### src/core/sms_pkg.sv
// constants and register map of the system management and debug protection
package sms_pkg;
    // apb register byte offsets
    localparam logic [7:0]  OFS_CLOCK_CFG  = 8'h00;
    localparam logic [7:0]  OFS_MEMPORT    = 8'h04;
    localparam logic [7:0]  OFS_PROT_INFO  = 8'h08;
    localparam logic [7:0]  OFS_RST_STAT   = 8'h0C;
    localparam logic [7:0]  OFS_POWER_CTRL = 8'h10;
    // clock_config_reg fields
    localparam int          DIV_LSB        = 0;
    localparam int          SUB_CLK_BIT    = 7;
    localparam logic [1:0]  DIV_RESET      = 2'h0;
    // reset_source_status fields
    localparam int          RST_STAT_W     = 4;
    localparam int          LOCKUP_EN_BIT  = 4;
    localparam int          DBG_RST_BIT    = 8;
    localparam int          ST_EXT         = 0;
    localparam int          ST_SYS         = 1;
    localparam int          ST_DBG         = 2;
    localparam int          ST_LOCKUP      = 3;
    // protection_info_reg fields
    localparam int          FAIL_LSB       = 2;
    localparam int          SPLIT_LSB      = 16;
    localparam logic [1:0]  PROT_NONE      = 2'h0;
    localparam logic [1:0]  PROT_KEY       = 2'h1;
    localparam logic [1:0]  PROT_PERM      = 2'h2;
    localparam logic [1:0]  MAX_FAILS      = 2'h3;
    // address map seen by the protection filter
    localparam logic [31:0] RAM_BASE       = 32'h2000_0000;
    localparam logic [31:0] RAM_END        = 32'h2000_1FFF;
    localparam logic [31:0] FLASH_BASE     = 32'h0000_0000;
    localparam logic [31:0] FLASH_END      = 32'h0001_7FFF;
    localparam logic [31:0] BOOT_END       = 32'h0000_0FFF;
    localparam logic [31:0] PPB_BASE       = 32'hE000_0000;
    localparam logic [31:0] PPB_END        = 32'hEFFF_FFFF;
    localparam logic [31:0] DEBUG_HALT_CTRL_STATUS_ADDR     = 32'hE000_EDF0;
    localparam int          STEP_BIT       = 2;
    // length of the internal reset pulse in clocks
    localparam logic [2:0]  RST_LEN        = 3'h4;
    localparam logic [2:0]  DIV_CNT_ONE    = 3'h1;
    // power states, one-hot
    typedef enum logic [3:0] {
        PWR_RUN   = 4'b0001,
        PWR_SLEEP = 4'b0010,
        PWR_DEEP  = 4'b0100,
        PWR_DOWN  = 4'b1000
    } sms_pwr_t;
endpackage

### src/core/sms_top.sv
// system management: resets, clock enables, power modes, debug protection
// Function
// RL1 - three failed unlocks make lock permanent
// RL2 - program erase then info erase unlocks
// RL3 - block debug to ram below split
// RL4 - block debug access to main flash
// RL5 - reject cpu flash writes without allow
// RL6 - block debug private region except halt reg
// RL7 - force step bit zero on debug writes
// RL8 - restrict flash commands while protected
// RL9 - status shows protection type and fails
// RL10 - cpu reset request always; debug if unprotected (the debug request here is taken whatever the protection state)
// RL11 - reset register request only from debug
// RL12 - lockup resets only when enabled
// RL13 - external reset spares debug state machine
// RL14 - internal resets keep info, remap, status
// RL15 - debug clock drives access point only
// RL16 - divider defaults to one, selects 1..8
// RL17 - subsystem clock off until enabled
// RL18 - software keeps divider steady when busy
// RL19 - sleep stops core clock only
// RL20 - deep sleep gates clock, companion wake
// RL21 - power-down wfi releases companion select
// RL22 - ram guard low holds ram safe
//
// Our own choices: the APB interface to the registers and the register addresses.
`timescale 1ns/1ns
`default_nettype none
module sms_top (
    input  wire logic        clk,
    input  wire logic        rst_b,
    input  wire logic        dbg_trst_b,
    // apb slave
    input  wire logic        psel,
    input  wire logic        penable,
    input  wire logic        pwrite,
    input  wire logic [31:0] paddr,
    input  wire logic [31:0] pwdata,
    input  wire logic        pdebug,
    output logic             pready,
    output logic [31:0]      prdata,
    output logic             pslverr,
    // flash controller events
    input  wire logic        key_lock_cmd,
    input  wire logic        perm_lock_cmd,
    input  wire logic        unlock_fail,
    input  wire logic        unlock_ok,
    input  wire logic        program_section_erase_done,
    input  wire logic        info_erase_done,
    input  wire logic [1:0]  boot_prot_type,
    input  wire logic [1:0]  boot_fail_cnt,
    input  wire logic [15:0] ram_split_boundary,
    input  wire logic        boot_allow,
    input  wire logic        program_section_allow,
    output logic             flash_cmd_restricted,
    // debug port access filter
    input  wire logic        dbg_req,
    input  wire logic        dbg_write,
    input  wire logic [31:0] dbg_addr,
    input  wire logic [31:0] dbg_wdata,
    output logic             dbg_fwd_valid,
    output logic             dbg_fwd_block,
    output logic [31:0]      dbg_fwd_wdata,
    // processor flash write filter
    input  wire logic        cpu_wr,
    input  wire logic [31:0] cpu_addr,
    output logic             cpu_wr_reject,
    // reset sources
    input  wire logic        sys_reset_req,
    input  wire logic        lockup,
    output logic             core_reset_n,
    output logic             dap_reset_n,
    output logic             ram_remap_bit,
    // clocks and power
    input  wire logic        wait_for_irq_instr,
    input  wire logic        deep_sleep_select,
    input  wire logic        enabled_irq,
    input  wire logic        companion_irq_n,
    input  wire logic        companion_irq_en,
    input  wire logic        ram_guard_n,
    output logic             sys_clk_en,
    output logic             core_clk_en,
    output logic             sub_clk_en,
    output logic             companion_cs_release,
    output logic             ram_hold_safe
);
    typedef struct packed {
        logic [1:0]         div;
        logic               sub_en;
        logic               remap;
        logic               loaded;
        logic [1:0]         prot;
        logic [1:0]         fails;
        logic               program_section_erased;
        logic [3:0]         rst_stat;
        logic               lock_en;
        logic               pd_cmd;
        logic [2:0]         div_cnt;
        logic               tick;
        logic [2:0]         rst_cnt;
        logic               rdy;
        logic               err;
        logic [31:0]        rdata;
        logic               fwd_valid;
        logic               fwd_block;
        logic [31:0]        fwd_wdata;
        logic               cpu_rej;
        sms_pkg::sms_pwr_t  pwr;
    } sms_state_t;

    sms_state_t st;
    sms_state_t next_st;
    logic       dap_meta;

    function automatic logic in_range(input logic [31:0] a,
                                      input logic [31:0] lo,
                                      input logic [31:0] hi);
        in_range = (a >= lo) && (a <= hi);
    endfunction

    logic [31:0] split_addr;
    logic        prot_on;
    logic        wr_acc;
    logic        rd_set;
    logic        soft_rst;
    logic        dbg_rst_req;
    logic        lock_rst;
    logic        dbg_blk;
    logic [2:0]  div_len;

    assign split_addr = sms_pkg::RAM_BASE + {14'h0000, ram_split_boundary,
                                             2'h0};
    assign prot_on     = st.prot != sms_pkg::PROT_NONE;
    assign wr_acc      = psel && penable && pwrite && pready;
    assign rd_set      = psel && !penable;
    assign dbg_rst_req = wr_acc && pdebug && paddr[7:0] ==
                         sms_pkg::OFS_RST_STAT &&
                         pwdata[sms_pkg::DBG_RST_BIT]; // RL11
    assign lock_rst    = lockup && st.lock_en; // RL12
    assign soft_rst    = sys_reset_req || dbg_rst_req || lock_rst; // RL10
    assign div_len     = 3'((4'h1 << st.div) - 4'h1);

    // the private region check covers debug port addresses only, not the apb reset register
    always_comb begin
        dbg_blk = 1'b0;
        if (prot_on) begin
            if (in_range(dbg_addr, sms_pkg::RAM_BASE, sms_pkg::RAM_END) &&
                dbg_addr < split_addr) begin
                dbg_blk = 1'b1; // RL3
            end
            if (in_range(dbg_addr, sms_pkg::FLASH_BASE,
                         sms_pkg::FLASH_END)) begin
                dbg_blk = 1'b1; // RL4
            end
            if (in_range(dbg_addr, sms_pkg::PPB_BASE, sms_pkg::PPB_END) &&
                dbg_addr != sms_pkg::DEBUG_HALT_CTRL_STATUS_ADDR) begin
                dbg_blk = 1'b1; // RL6 RL10
            end
        end
    end

    always_comb begin
        next_st = st;
        next_st.rdy = 1'b0;
        // protection state, loaded once after the external reset
        if (!st.loaded) begin
            next_st.loaded = 1'b1;
            next_st.prot   = boot_prot_type;
            next_st.fails  = boot_fail_cnt;
        end else if (perm_lock_cmd) begin
            next_st.prot = sms_pkg::PROT_PERM;
        end else if (key_lock_cmd && st.prot == sms_pkg::PROT_NONE) begin
            next_st.prot = sms_pkg::PROT_KEY;
        end else if (unlock_fail && st.prot == sms_pkg::PROT_KEY) begin
            next_st.fails = st.fails + 2'h1;
            if (st.fails + 2'h1 == sms_pkg::MAX_FAILS) begin
                next_st.prot = sms_pkg::PROT_PERM; // RL1
            end
        end else if (unlock_ok && st.prot == sms_pkg::PROT_KEY) begin
            next_st.prot  = sms_pkg::PROT_NONE;
            next_st.fails = 2'h0;
        end
        if (program_section_erase_done) begin
            next_st.program_section_erased = 1'b1;
        end
        if (info_erase_done && st.program_section_erased) begin
            next_st.prot        = sms_pkg::PROT_NONE; // RL2
            next_st.fails       = 2'h0;
            next_st.program_section_erased = 1'b0;
        end
        // divided system clock enable
        if (st.div_cnt >= div_len) begin
            next_st.div_cnt = 3'h0;
            next_st.tick    = 1'b1; // RL15 RL16
        end else begin
            next_st.div_cnt = st.div_cnt + sms_pkg::DIV_CNT_ONE;
            next_st.tick    = 1'b0;
        end
        // apb: data latched in setup, answered in the first access cycle
        if (rd_set) begin
            next_st.rdy   = 1'b1;
            next_st.err   = 1'b0;
            next_st.rdata = 32'h0000_0000;
            case (paddr[7:0])
                sms_pkg::OFS_CLOCK_CFG: begin
                    next_st.rdata[sms_pkg::DIV_LSB +: 2] = st.div;
                    next_st.rdata[sms_pkg::SUB_CLK_BIT]  = st.sub_en;
                end
                sms_pkg::OFS_MEMPORT: begin
                    next_st.rdata[0] = st.remap;
                end
                sms_pkg::OFS_PROT_INFO: begin
                    next_st.rdata[1:0] = st.prot; // RL9
                    next_st.rdata[sms_pkg::FAIL_LSB +: 2] = st.fails;
                    next_st.rdata[sms_pkg::SPLIT_LSB +: 16] =
                        ram_split_boundary;
                end
                sms_pkg::OFS_RST_STAT: begin
                    next_st.rdata[sms_pkg::RST_STAT_W-1:0] = st.rst_stat;
                    next_st.rdata[sms_pkg::LOCKUP_EN_BIT]  = st.lock_en;
                end
                sms_pkg::OFS_POWER_CTRL: begin
                    next_st.rdata[0] = st.pd_cmd;
                end
                default: begin
                    next_st.err = 1'b1;
                end
            endcase
        end
        if (wr_acc) begin
            case (paddr[7:0])
                sms_pkg::OFS_CLOCK_CFG: begin
                    next_st.div    = pwdata[sms_pkg::DIV_LSB +: 2];
                    next_st.sub_en = pwdata[sms_pkg::SUB_CLK_BIT]; // RL17
                end
                sms_pkg::OFS_MEMPORT: begin
                    next_st.remap = pwdata[0];
                end
                sms_pkg::OFS_RST_STAT: begin
                    next_st.rst_stat = st.rst_stat &
                        ~pwdata[sms_pkg::RST_STAT_W-1:0];
                    next_st.lock_en  = pwdata[sms_pkg::LOCKUP_EN_BIT];
                end
                sms_pkg::OFS_POWER_CTRL: begin
                    next_st.pd_cmd = pwdata[0];
                end
                default: begin
                end
            endcase
        end
        // debug filter, one cycle through
        next_st.fwd_valid = dbg_req;
        next_st.fwd_block = dbg_req && dbg_blk;
        next_st.fwd_wdata = dbg_wdata;
        if (prot_on && dbg_write && dbg_addr == sms_pkg::DEBUG_HALT_CTRL_STATUS_ADDR) begin
            next_st.fwd_wdata[sms_pkg::STEP_BIT] = 1'b0; // RL7
        end
        next_st.cpu_rej = cpu_wr && prot_on &&
            ((in_range(cpu_addr, sms_pkg::FLASH_BASE, sms_pkg::BOOT_END) &&
              !boot_allow) ||
             (in_range(cpu_addr, sms_pkg::BOOT_END + 32'h0000_0001,
                       sms_pkg::FLASH_END) && !program_section_allow)); // RL5
        // power modes
        case (st.pwr)
            sms_pkg::PWR_RUN: begin
                if (wait_for_irq_instr && !deep_sleep_select) begin
                    next_st.pwr = sms_pkg::PWR_SLEEP; // RL19
                end else if (wait_for_irq_instr && st.pd_cmd) begin
                    next_st.pwr = sms_pkg::PWR_DOWN; // RL21
                end else if (wait_for_irq_instr) begin
                    next_st.pwr = sms_pkg::PWR_DEEP; // RL20
                end
            end
            sms_pkg::PWR_SLEEP: begin
                if (enabled_irq) begin
                    next_st.pwr = sms_pkg::PWR_RUN; // RL19
                end
            end
            sms_pkg::PWR_DEEP, sms_pkg::PWR_DOWN: begin
                // only the companion can wake; deep sleep and power-down both return to run this way
                if (!companion_irq_n && companion_irq_en) begin
                    next_st.pwr    = sms_pkg::PWR_RUN; // RL20
                    next_st.pd_cmd = 1'b0;
                end
            end
            default: begin
                next_st.pwr = sms_pkg::PWR_RUN;
            end
        endcase
        // internal reset: protection, remap and status survive
        if (st.rst_cnt != 3'h0) begin
            next_st.rst_cnt = st.rst_cnt - 3'h1;
        end
        if (soft_rst) begin
            next_st.rst_cnt   = sms_pkg::RST_LEN; // RL14
            next_st.div       = sms_pkg::DIV_RESET;
            next_st.sub_en    = 1'b0;
            next_st.lock_en   = 1'b0; // RL12
            next_st.pd_cmd    = 1'b0;
            next_st.pwr       = sms_pkg::PWR_RUN;
            next_st.fwd_valid = 1'b0;
            next_st.cpu_rej   = 1'b0;
        end
        // a new event wins over a clear in the same cycle
        if (sys_reset_req) begin
            next_st.rst_stat[sms_pkg::ST_SYS] = 1'b1;
        end
        if (dbg_rst_req) begin
            next_st.rst_stat[sms_pkg::ST_DBG] = 1'b1;
        end
        if (lock_rst) begin
            next_st.rst_stat[sms_pkg::ST_LOCKUP] = 1'b1;
        end
    end

    // all state but the access point falls to the external reset; protection, remap and status fall to it only
    always_ff @(posedge clk or negedge rst_b) begin
        if (!rst_b) begin
            st          <= '0; // RL13
            st.rst_stat <= 4'h1;
            st.pwr      <= sms_pkg::PWR_RUN;
        end else begin
            st <= next_st;
        end
    end

    // the access point state follows its own reset pin, not the system one
    always_ff @(posedge clk or negedge dbg_trst_b) begin
        if (!dbg_trst_b) begin
            dap_meta    <= 1'b0; // RL13
            dap_reset_n <= 1'b0;
        end else begin
            dap_meta    <= 1'b1;
            dap_reset_n <= dap_meta;
        end
    end

    assign pready               = psel && penable && st.rdy;
    assign pslverr              = pready && st.err;
    assign prdata               = st.rdata;
    assign flash_cmd_restricted = prot_on; // RL8
    assign dbg_fwd_valid        = st.fwd_valid;
    assign dbg_fwd_block        = st.fwd_block;
    assign dbg_fwd_wdata        = st.fwd_wdata;
    assign cpu_wr_reject        = st.cpu_rej;
    assign core_reset_n         = st.rst_cnt == 3'h0;
    assign ram_remap_bit        = st.remap;
    assign sys_clk_en           = st.tick &&
                                  !(st.pwr == sms_pkg::PWR_DEEP ||
                                    st.pwr == sms_pkg::PWR_DOWN); // RL20
    assign core_clk_en          = sys_clk_en &&
                                  st.pwr == sms_pkg::PWR_RUN; // RL19
    assign sub_clk_en           = sys_clk_en && st.sub_en; // RL17
    assign companion_cs_release = st.pwr == sms_pkg::PWR_DOWN; // RL21
    assign ram_hold_safe        = !ram_guard_n; // RL22

    a_lock_perm: assert property ( // RL1
        @(posedge clk) disable iff (!rst_b)
        st.loaded && unlock_fail && !perm_lock_cmd && !info_erase_done &&
        st.prot == sms_pkg::PROT_KEY && st.fails == 2'h2
        |=> st.prot == sms_pkg::PROT_PERM && flash_cmd_restricted)
        else $error("third failed unlock did not lock permanently");
    a_erase_unlock: assert property ( // RL2
        @(posedge clk) disable iff (!rst_b)
        st.loaded && info_erase_done && st.program_section_erased
        |=> !flash_cmd_restricted)
        else $error("erase sequence did not remove protection");
    a_ram_block: assert property ( // RL3
        @(posedge clk) disable iff (!rst_b)
        dbg_req && prot_on && !soft_rst &&
        in_range(dbg_addr, sms_pkg::RAM_BASE, sms_pkg::RAM_END)
        |=> dbg_fwd_valid && dbg_fwd_block == ($past(dbg_addr) < split_addr))
        else $error("ram split filtering wrong");
    a_flash_block: assert property ( // RL4
        @(posedge clk) disable iff (!rst_b)
        dbg_req && prot_on && !soft_rst &&
        in_range(dbg_addr, sms_pkg::FLASH_BASE, sms_pkg::FLASH_END)
        |=> dbg_fwd_block)
        else $error("debug flash access not blocked");
    a_cpu_reject: assert property ( // RL5
        @(posedge clk) disable iff (!rst_b)
        cpu_wr && !prot_on && !soft_rst |=> !cpu_wr_reject)
        else $error("cpu write rejected while unprotected");
    a_ppb_block: assert property ( // RL6
        @(posedge clk) disable iff (!rst_b)
        dbg_req && prot_on && !soft_rst && dbg_addr[31:28] == 4'hE
        |=> dbg_fwd_block == ($past(dbg_addr) != sms_pkg::DEBUG_HALT_CTRL_STATUS_ADDR))
        else $error("private region filtering wrong");
    a_step_zero: assert property ( // RL7
        @(posedge clk) disable iff (!rst_b)
        dbg_req && dbg_write && prot_on &&
        dbg_addr == sms_pkg::DEBUG_HALT_CTRL_STATUS_ADDR
        |=> !dbg_fwd_wdata[sms_pkg::STEP_BIT])
        else $error("step bit passed while protected");
    a_lockup_gate: assert property ( // RL12
        @(posedge clk) disable iff (!rst_b)
        lockup && !st.lock_en && !sys_reset_req && !dbg_rst_req &&
        core_reset_n |=> core_reset_n)
        else $error("lockup reset while source disabled");
    a_pd_release: assert property ( // RL21
        @(posedge clk) disable iff (!rst_b)
        st.pwr == sms_pkg::PWR_RUN && wait_for_irq_instr &&
        deep_sleep_select && st.pd_cmd && !soft_rst
        |=> companion_cs_release && !core_clk_en)
        else $error("power-down wfi did not release select");
endmodule
`default_nettype wire

### config.mk
export PLATFORM = sky130hd
export DESIGN_NAME = sms_top
export DESIGN_NICKNAME = d
export VERILOG_FILES = /design/src/core/sms_pkg.sv /design/src/core/sms_top.sv
export SDC_FILE = /design/constraint.sdc
export NUM_CORES = 1
export LEC_CHECK = 0
export CAP_MARGIN = 10
export CORE_AREA = 2 2 111 113
export DETAILED_ROUTE_END_ITERATION = 6
export DIE_AREA = 0 0 113 115
export DONT_BUFFER_PORTS = 1
export GPL_ROUTABILITY_DRIVEN = 0
export PLACE_DENSITY_LB_ADDON = 0.05
export SYNTH_ARGS = -nofsm -noshare
export SYNTH_HDL_FRONTEND = slang
export SYNTH_SLANG_ARGS = --single-unit
### constraint.sdc
create_clock -name clk -period 2.3 [get_ports clk]
set_input_delay 0.23 -clock clk [delete_from_list [all_inputs] [get_ports clk]]
set_output_delay 0.23 -clock clk [all_outputs]
set_load 0.01 [all_outputs]
==> results.md <==
* Min-Delay Path Class: input pin to flip-flop
* Synth area leader: dfrtp_1
* Failing checks: DRC
* Synth Cell Area at 4530 um^2
* Total power at 3.59 mW
* Final Setup Violations at 0
* Worst-Skew Late Latency at 0.34 ns
* Status: finished with violations
* TritonCTS clock tree: done
* Yosys top cell area share at 0.475
* Sequential share of the synthesized area at 0.487
* RSZ-0062 raised after global routing: no
* R2R Path Start: st[95]
* Routed Antenna Nets at 0
* Synthesized area per cell at 9.98 um^2
* Rel. slew slack at 0.459
* Full die area at 13000 um^2
* Initial antenna violation count at 0
* Hold Crit Depth at 2
* P_leak at 2.23 nW
* RR Endpoint: st[79]
* Least-Margin Pin Slew at 0.812 ns
* Period utilisation layout at 0.760
* Top_reg_cell synth: dfrtp_1
* Via density at 5.06
* Fin cells at 606
* Delay-heaviest family, CP: simple AND/OR/NAND/NOR gates
* Htree depth at 3
* Yosys reg bits at 88
* Die span in x at 113 um
* Fmax at 572 MHz
* CP Launch Type: input pin
* Largest net degree at the start of global routing at 87
* Switching share of power at 0.256
* Final min period at 1.75 ns
* Core area at 11800 um^2
* GRT Total Usage at 0.161
* Area contributors post-synth: dfrtp_1 (48%), buf_4 (11%), ha_1 (6.1%)
* IO buf count at 0
* Clk pwr share at 0.424
* Setup_tns at 0 ns
* Initial Utilization at 0.384
* Crit-path slowest cell: or4_4
* Final #Nets at 682
* Crit Path Category: input pin to flip-flop
* CP peak stage delay at 0.56 ns
* Final hold violations at 0
* Maxcap violations at 0
* Bufs and invs on worst path at 1
* Flop pwr share at 0.469
* Critical path depth at 5
* WL/cell at 17.1 um
* Post-synth ARST share at 1.00
* DRC violations left at 15
* Clock sink count at 88
* Number of unique standard cell types used by synthesis at 59
* Pins Over Slew Limit at 0
* HPWL Detailed at 7610 um
* CP Capture Type: flip-flop
* Placed cell count at 541
* Clock skew at 0.00785 ns
* Via count of the first global-routing pass at 3125
* Grt total ovfl at 0
* Worst reg2reg path depth at 6
* Routed via count at 3066
* Clock-pin slew on the worst setup and hold paths at 0.07 ns
* Internal at 2.67 mW
* # Post-CTS Setup Buffers at 0
* NetSw at 921 uW
* Layout cells sized above 1 at 0.0763
* HP Start: ram_split_boundary[9]
* DR pass1 iterations at 7
* Initial DRC Count at 181
* CP max FO at 11
* Antenna diode count at 0
* Reg2reg setup slack at 0.59 ns
* Crit-path cells: or4_4 -> or3_1 -> o41ai_4 -> buf_4 -> nor3_1
* CP required at 2.53 ns
* Worst vdd ir at 390 uV
* Root buffer selected by CTS: clkbuf_16
* Comb power frac at 0.107
* YS warnings at 0
* Top Ports at 284
* # rows at 40
* WHS at 0.0192 ns
* Worst path arrival time at 1.97 ns
* Die Y at 115 um
* WHS Endpoint: prdata[25]
* P&R area growth vs syn at 12.1%
* Total CTS buffers at 9
* First-pass GRT wire length at 16000 um
* Maximum clock insertion buffer count at 2
* Post-synth EDFFs at 0
* Cells after synthesis at 454
* Final WL at 10400 um
* Power per cell area at 708 nW/um^2
[per-layer routing]
layer	global-route usage	wire, um
met1	0.187	4030
met2	0.265	5110
met3	0.0759	1090
met4	0.0537	120
met5	0	0
[area by class of cell]
class	count	area, um^2
clock buffers	9	225
clock inverters	7	87.6
fillers	1158	6730
inverters	31	116
multi-input cells	271	1710
flip-flops and latches	88	2200
well taps	147	184
repair buffers	53	551
[flip-flops by register name, summed over array words and instances (netlist names)]
register,count
st,28
dap_reset_n,1
prdata,22
dbg_fwd_valid,1
cpu_wr_reject,1
ram_remap_bit,1
dap_meta,1
dbg_fwd_block,1
dbg_fwd_wdata,32
[power groups by stage]
stage                     sequential [mW]  clock [mW]  combinational (mW)
after global routing                 1.69        1.65               0.442
after detailed placement             1.72           0               0.283
final                                1.69        1.52               0.383
after CTS                            1.69        1.59               0.391
after floorplan                      1.68           0               0.308
after global placement               1.71           0               0.274
[worst reg2reg max path, cell delays in order, from the launching register on]
cell and delay, ns:
dfrtp_1 0.43, or2_2 0.32, ha_1 0.26, nand2b_1 0.14
a21o_1 0.17, a21o_1 0.21, nor2_1 0.10
[kinds of logic (layout without fill, tap and decap cells)]
| logic type | count (synthesis) | after routing | share of synthesized area |
|---|---|---|---|
| and+or+nand+nor | 150 | 150 | 0.170 |
| buffers and inverters | 105 | 100 | 0.145 |
| DFF | 88 | 88 | 0.487 |
| AOI/OAI and AO/OA | 76 | 76 | 0.112 |
| adders and majority gates | 22 | 22 | 0.0608 |
| muxes | 8 | 8 | 0.0185 |
| xor gates and xnor gates | 3 | 3 | 0.00580 |
| other | 2 | 12 | 0.00166 |
[worst max-delay path by stage]
stage                          endpoint      from
after floorplan                  st[74]  paddr[1]
after CTS                 ram_remap_bit    st[72]
after global routing         prdata[17]  paddr[1]
final                            st[80]  paddr[1]
after detailed placement         st[80]  paddr[1]
after global placement           st[80]  paddr[1]
[Yosys cell counts (3+ instances only)]
master    instances
a211oi_1          4
a21o_1            4
a21oi_1          13
a22oi_1           3
and2_1            4
buf_4            64
buf_6             3
clkbuf_1          7
dfrtp_1          86
ha_1             22
inv_1            31
mux2_2            3
mux2i_1           5
nand2_1          60
nand2b_1          5
nand3_1           8
nand3b_1          4
nand4_1           5
nor2_1           27
nor3_1            5
nor4_1            9
nor4b_1           3
o21ai_0          20
o21ai_1           8
o22ai_1           3
xnor2_1           3
[through the flow]
step	setup WS (ns)	util	area, um^2
6_report	0.552	0.430	5080
5_1_grt	0.420	0.430	5080
4_1_cts	0.542	0.430	5080
3_3_place_gp	0.185	0.360	4260
2_1_floorplan	0.299	-	4570
3_5_place_dp	0.172	0.360	4260
[cell usage in the layout (no fill, tap or decap), drive strengths merged, types with 5 or more instances in the layout]
cell,netlist,routed
nor4,9,9
nand2b,5,5
inv,31,35
nor3,6,6
nand3,8,8
dlygate4sd3,0,48
clkbuf,7,9
ha,22,22
nand4,5,5
dfrtp,86,86
o21ai,30,30
nor2,27,27
nand2,60,60
buf,67,5
a21oi,13,13
mux2i,5,5
conb,2,12
[what timing repair did]
action,CTS,global route
gates resized for setup,0,0
hold endpoints to repair,135,0
hold buffers,49,0
No activity file was read; power rests on OpenSTA's default activity.
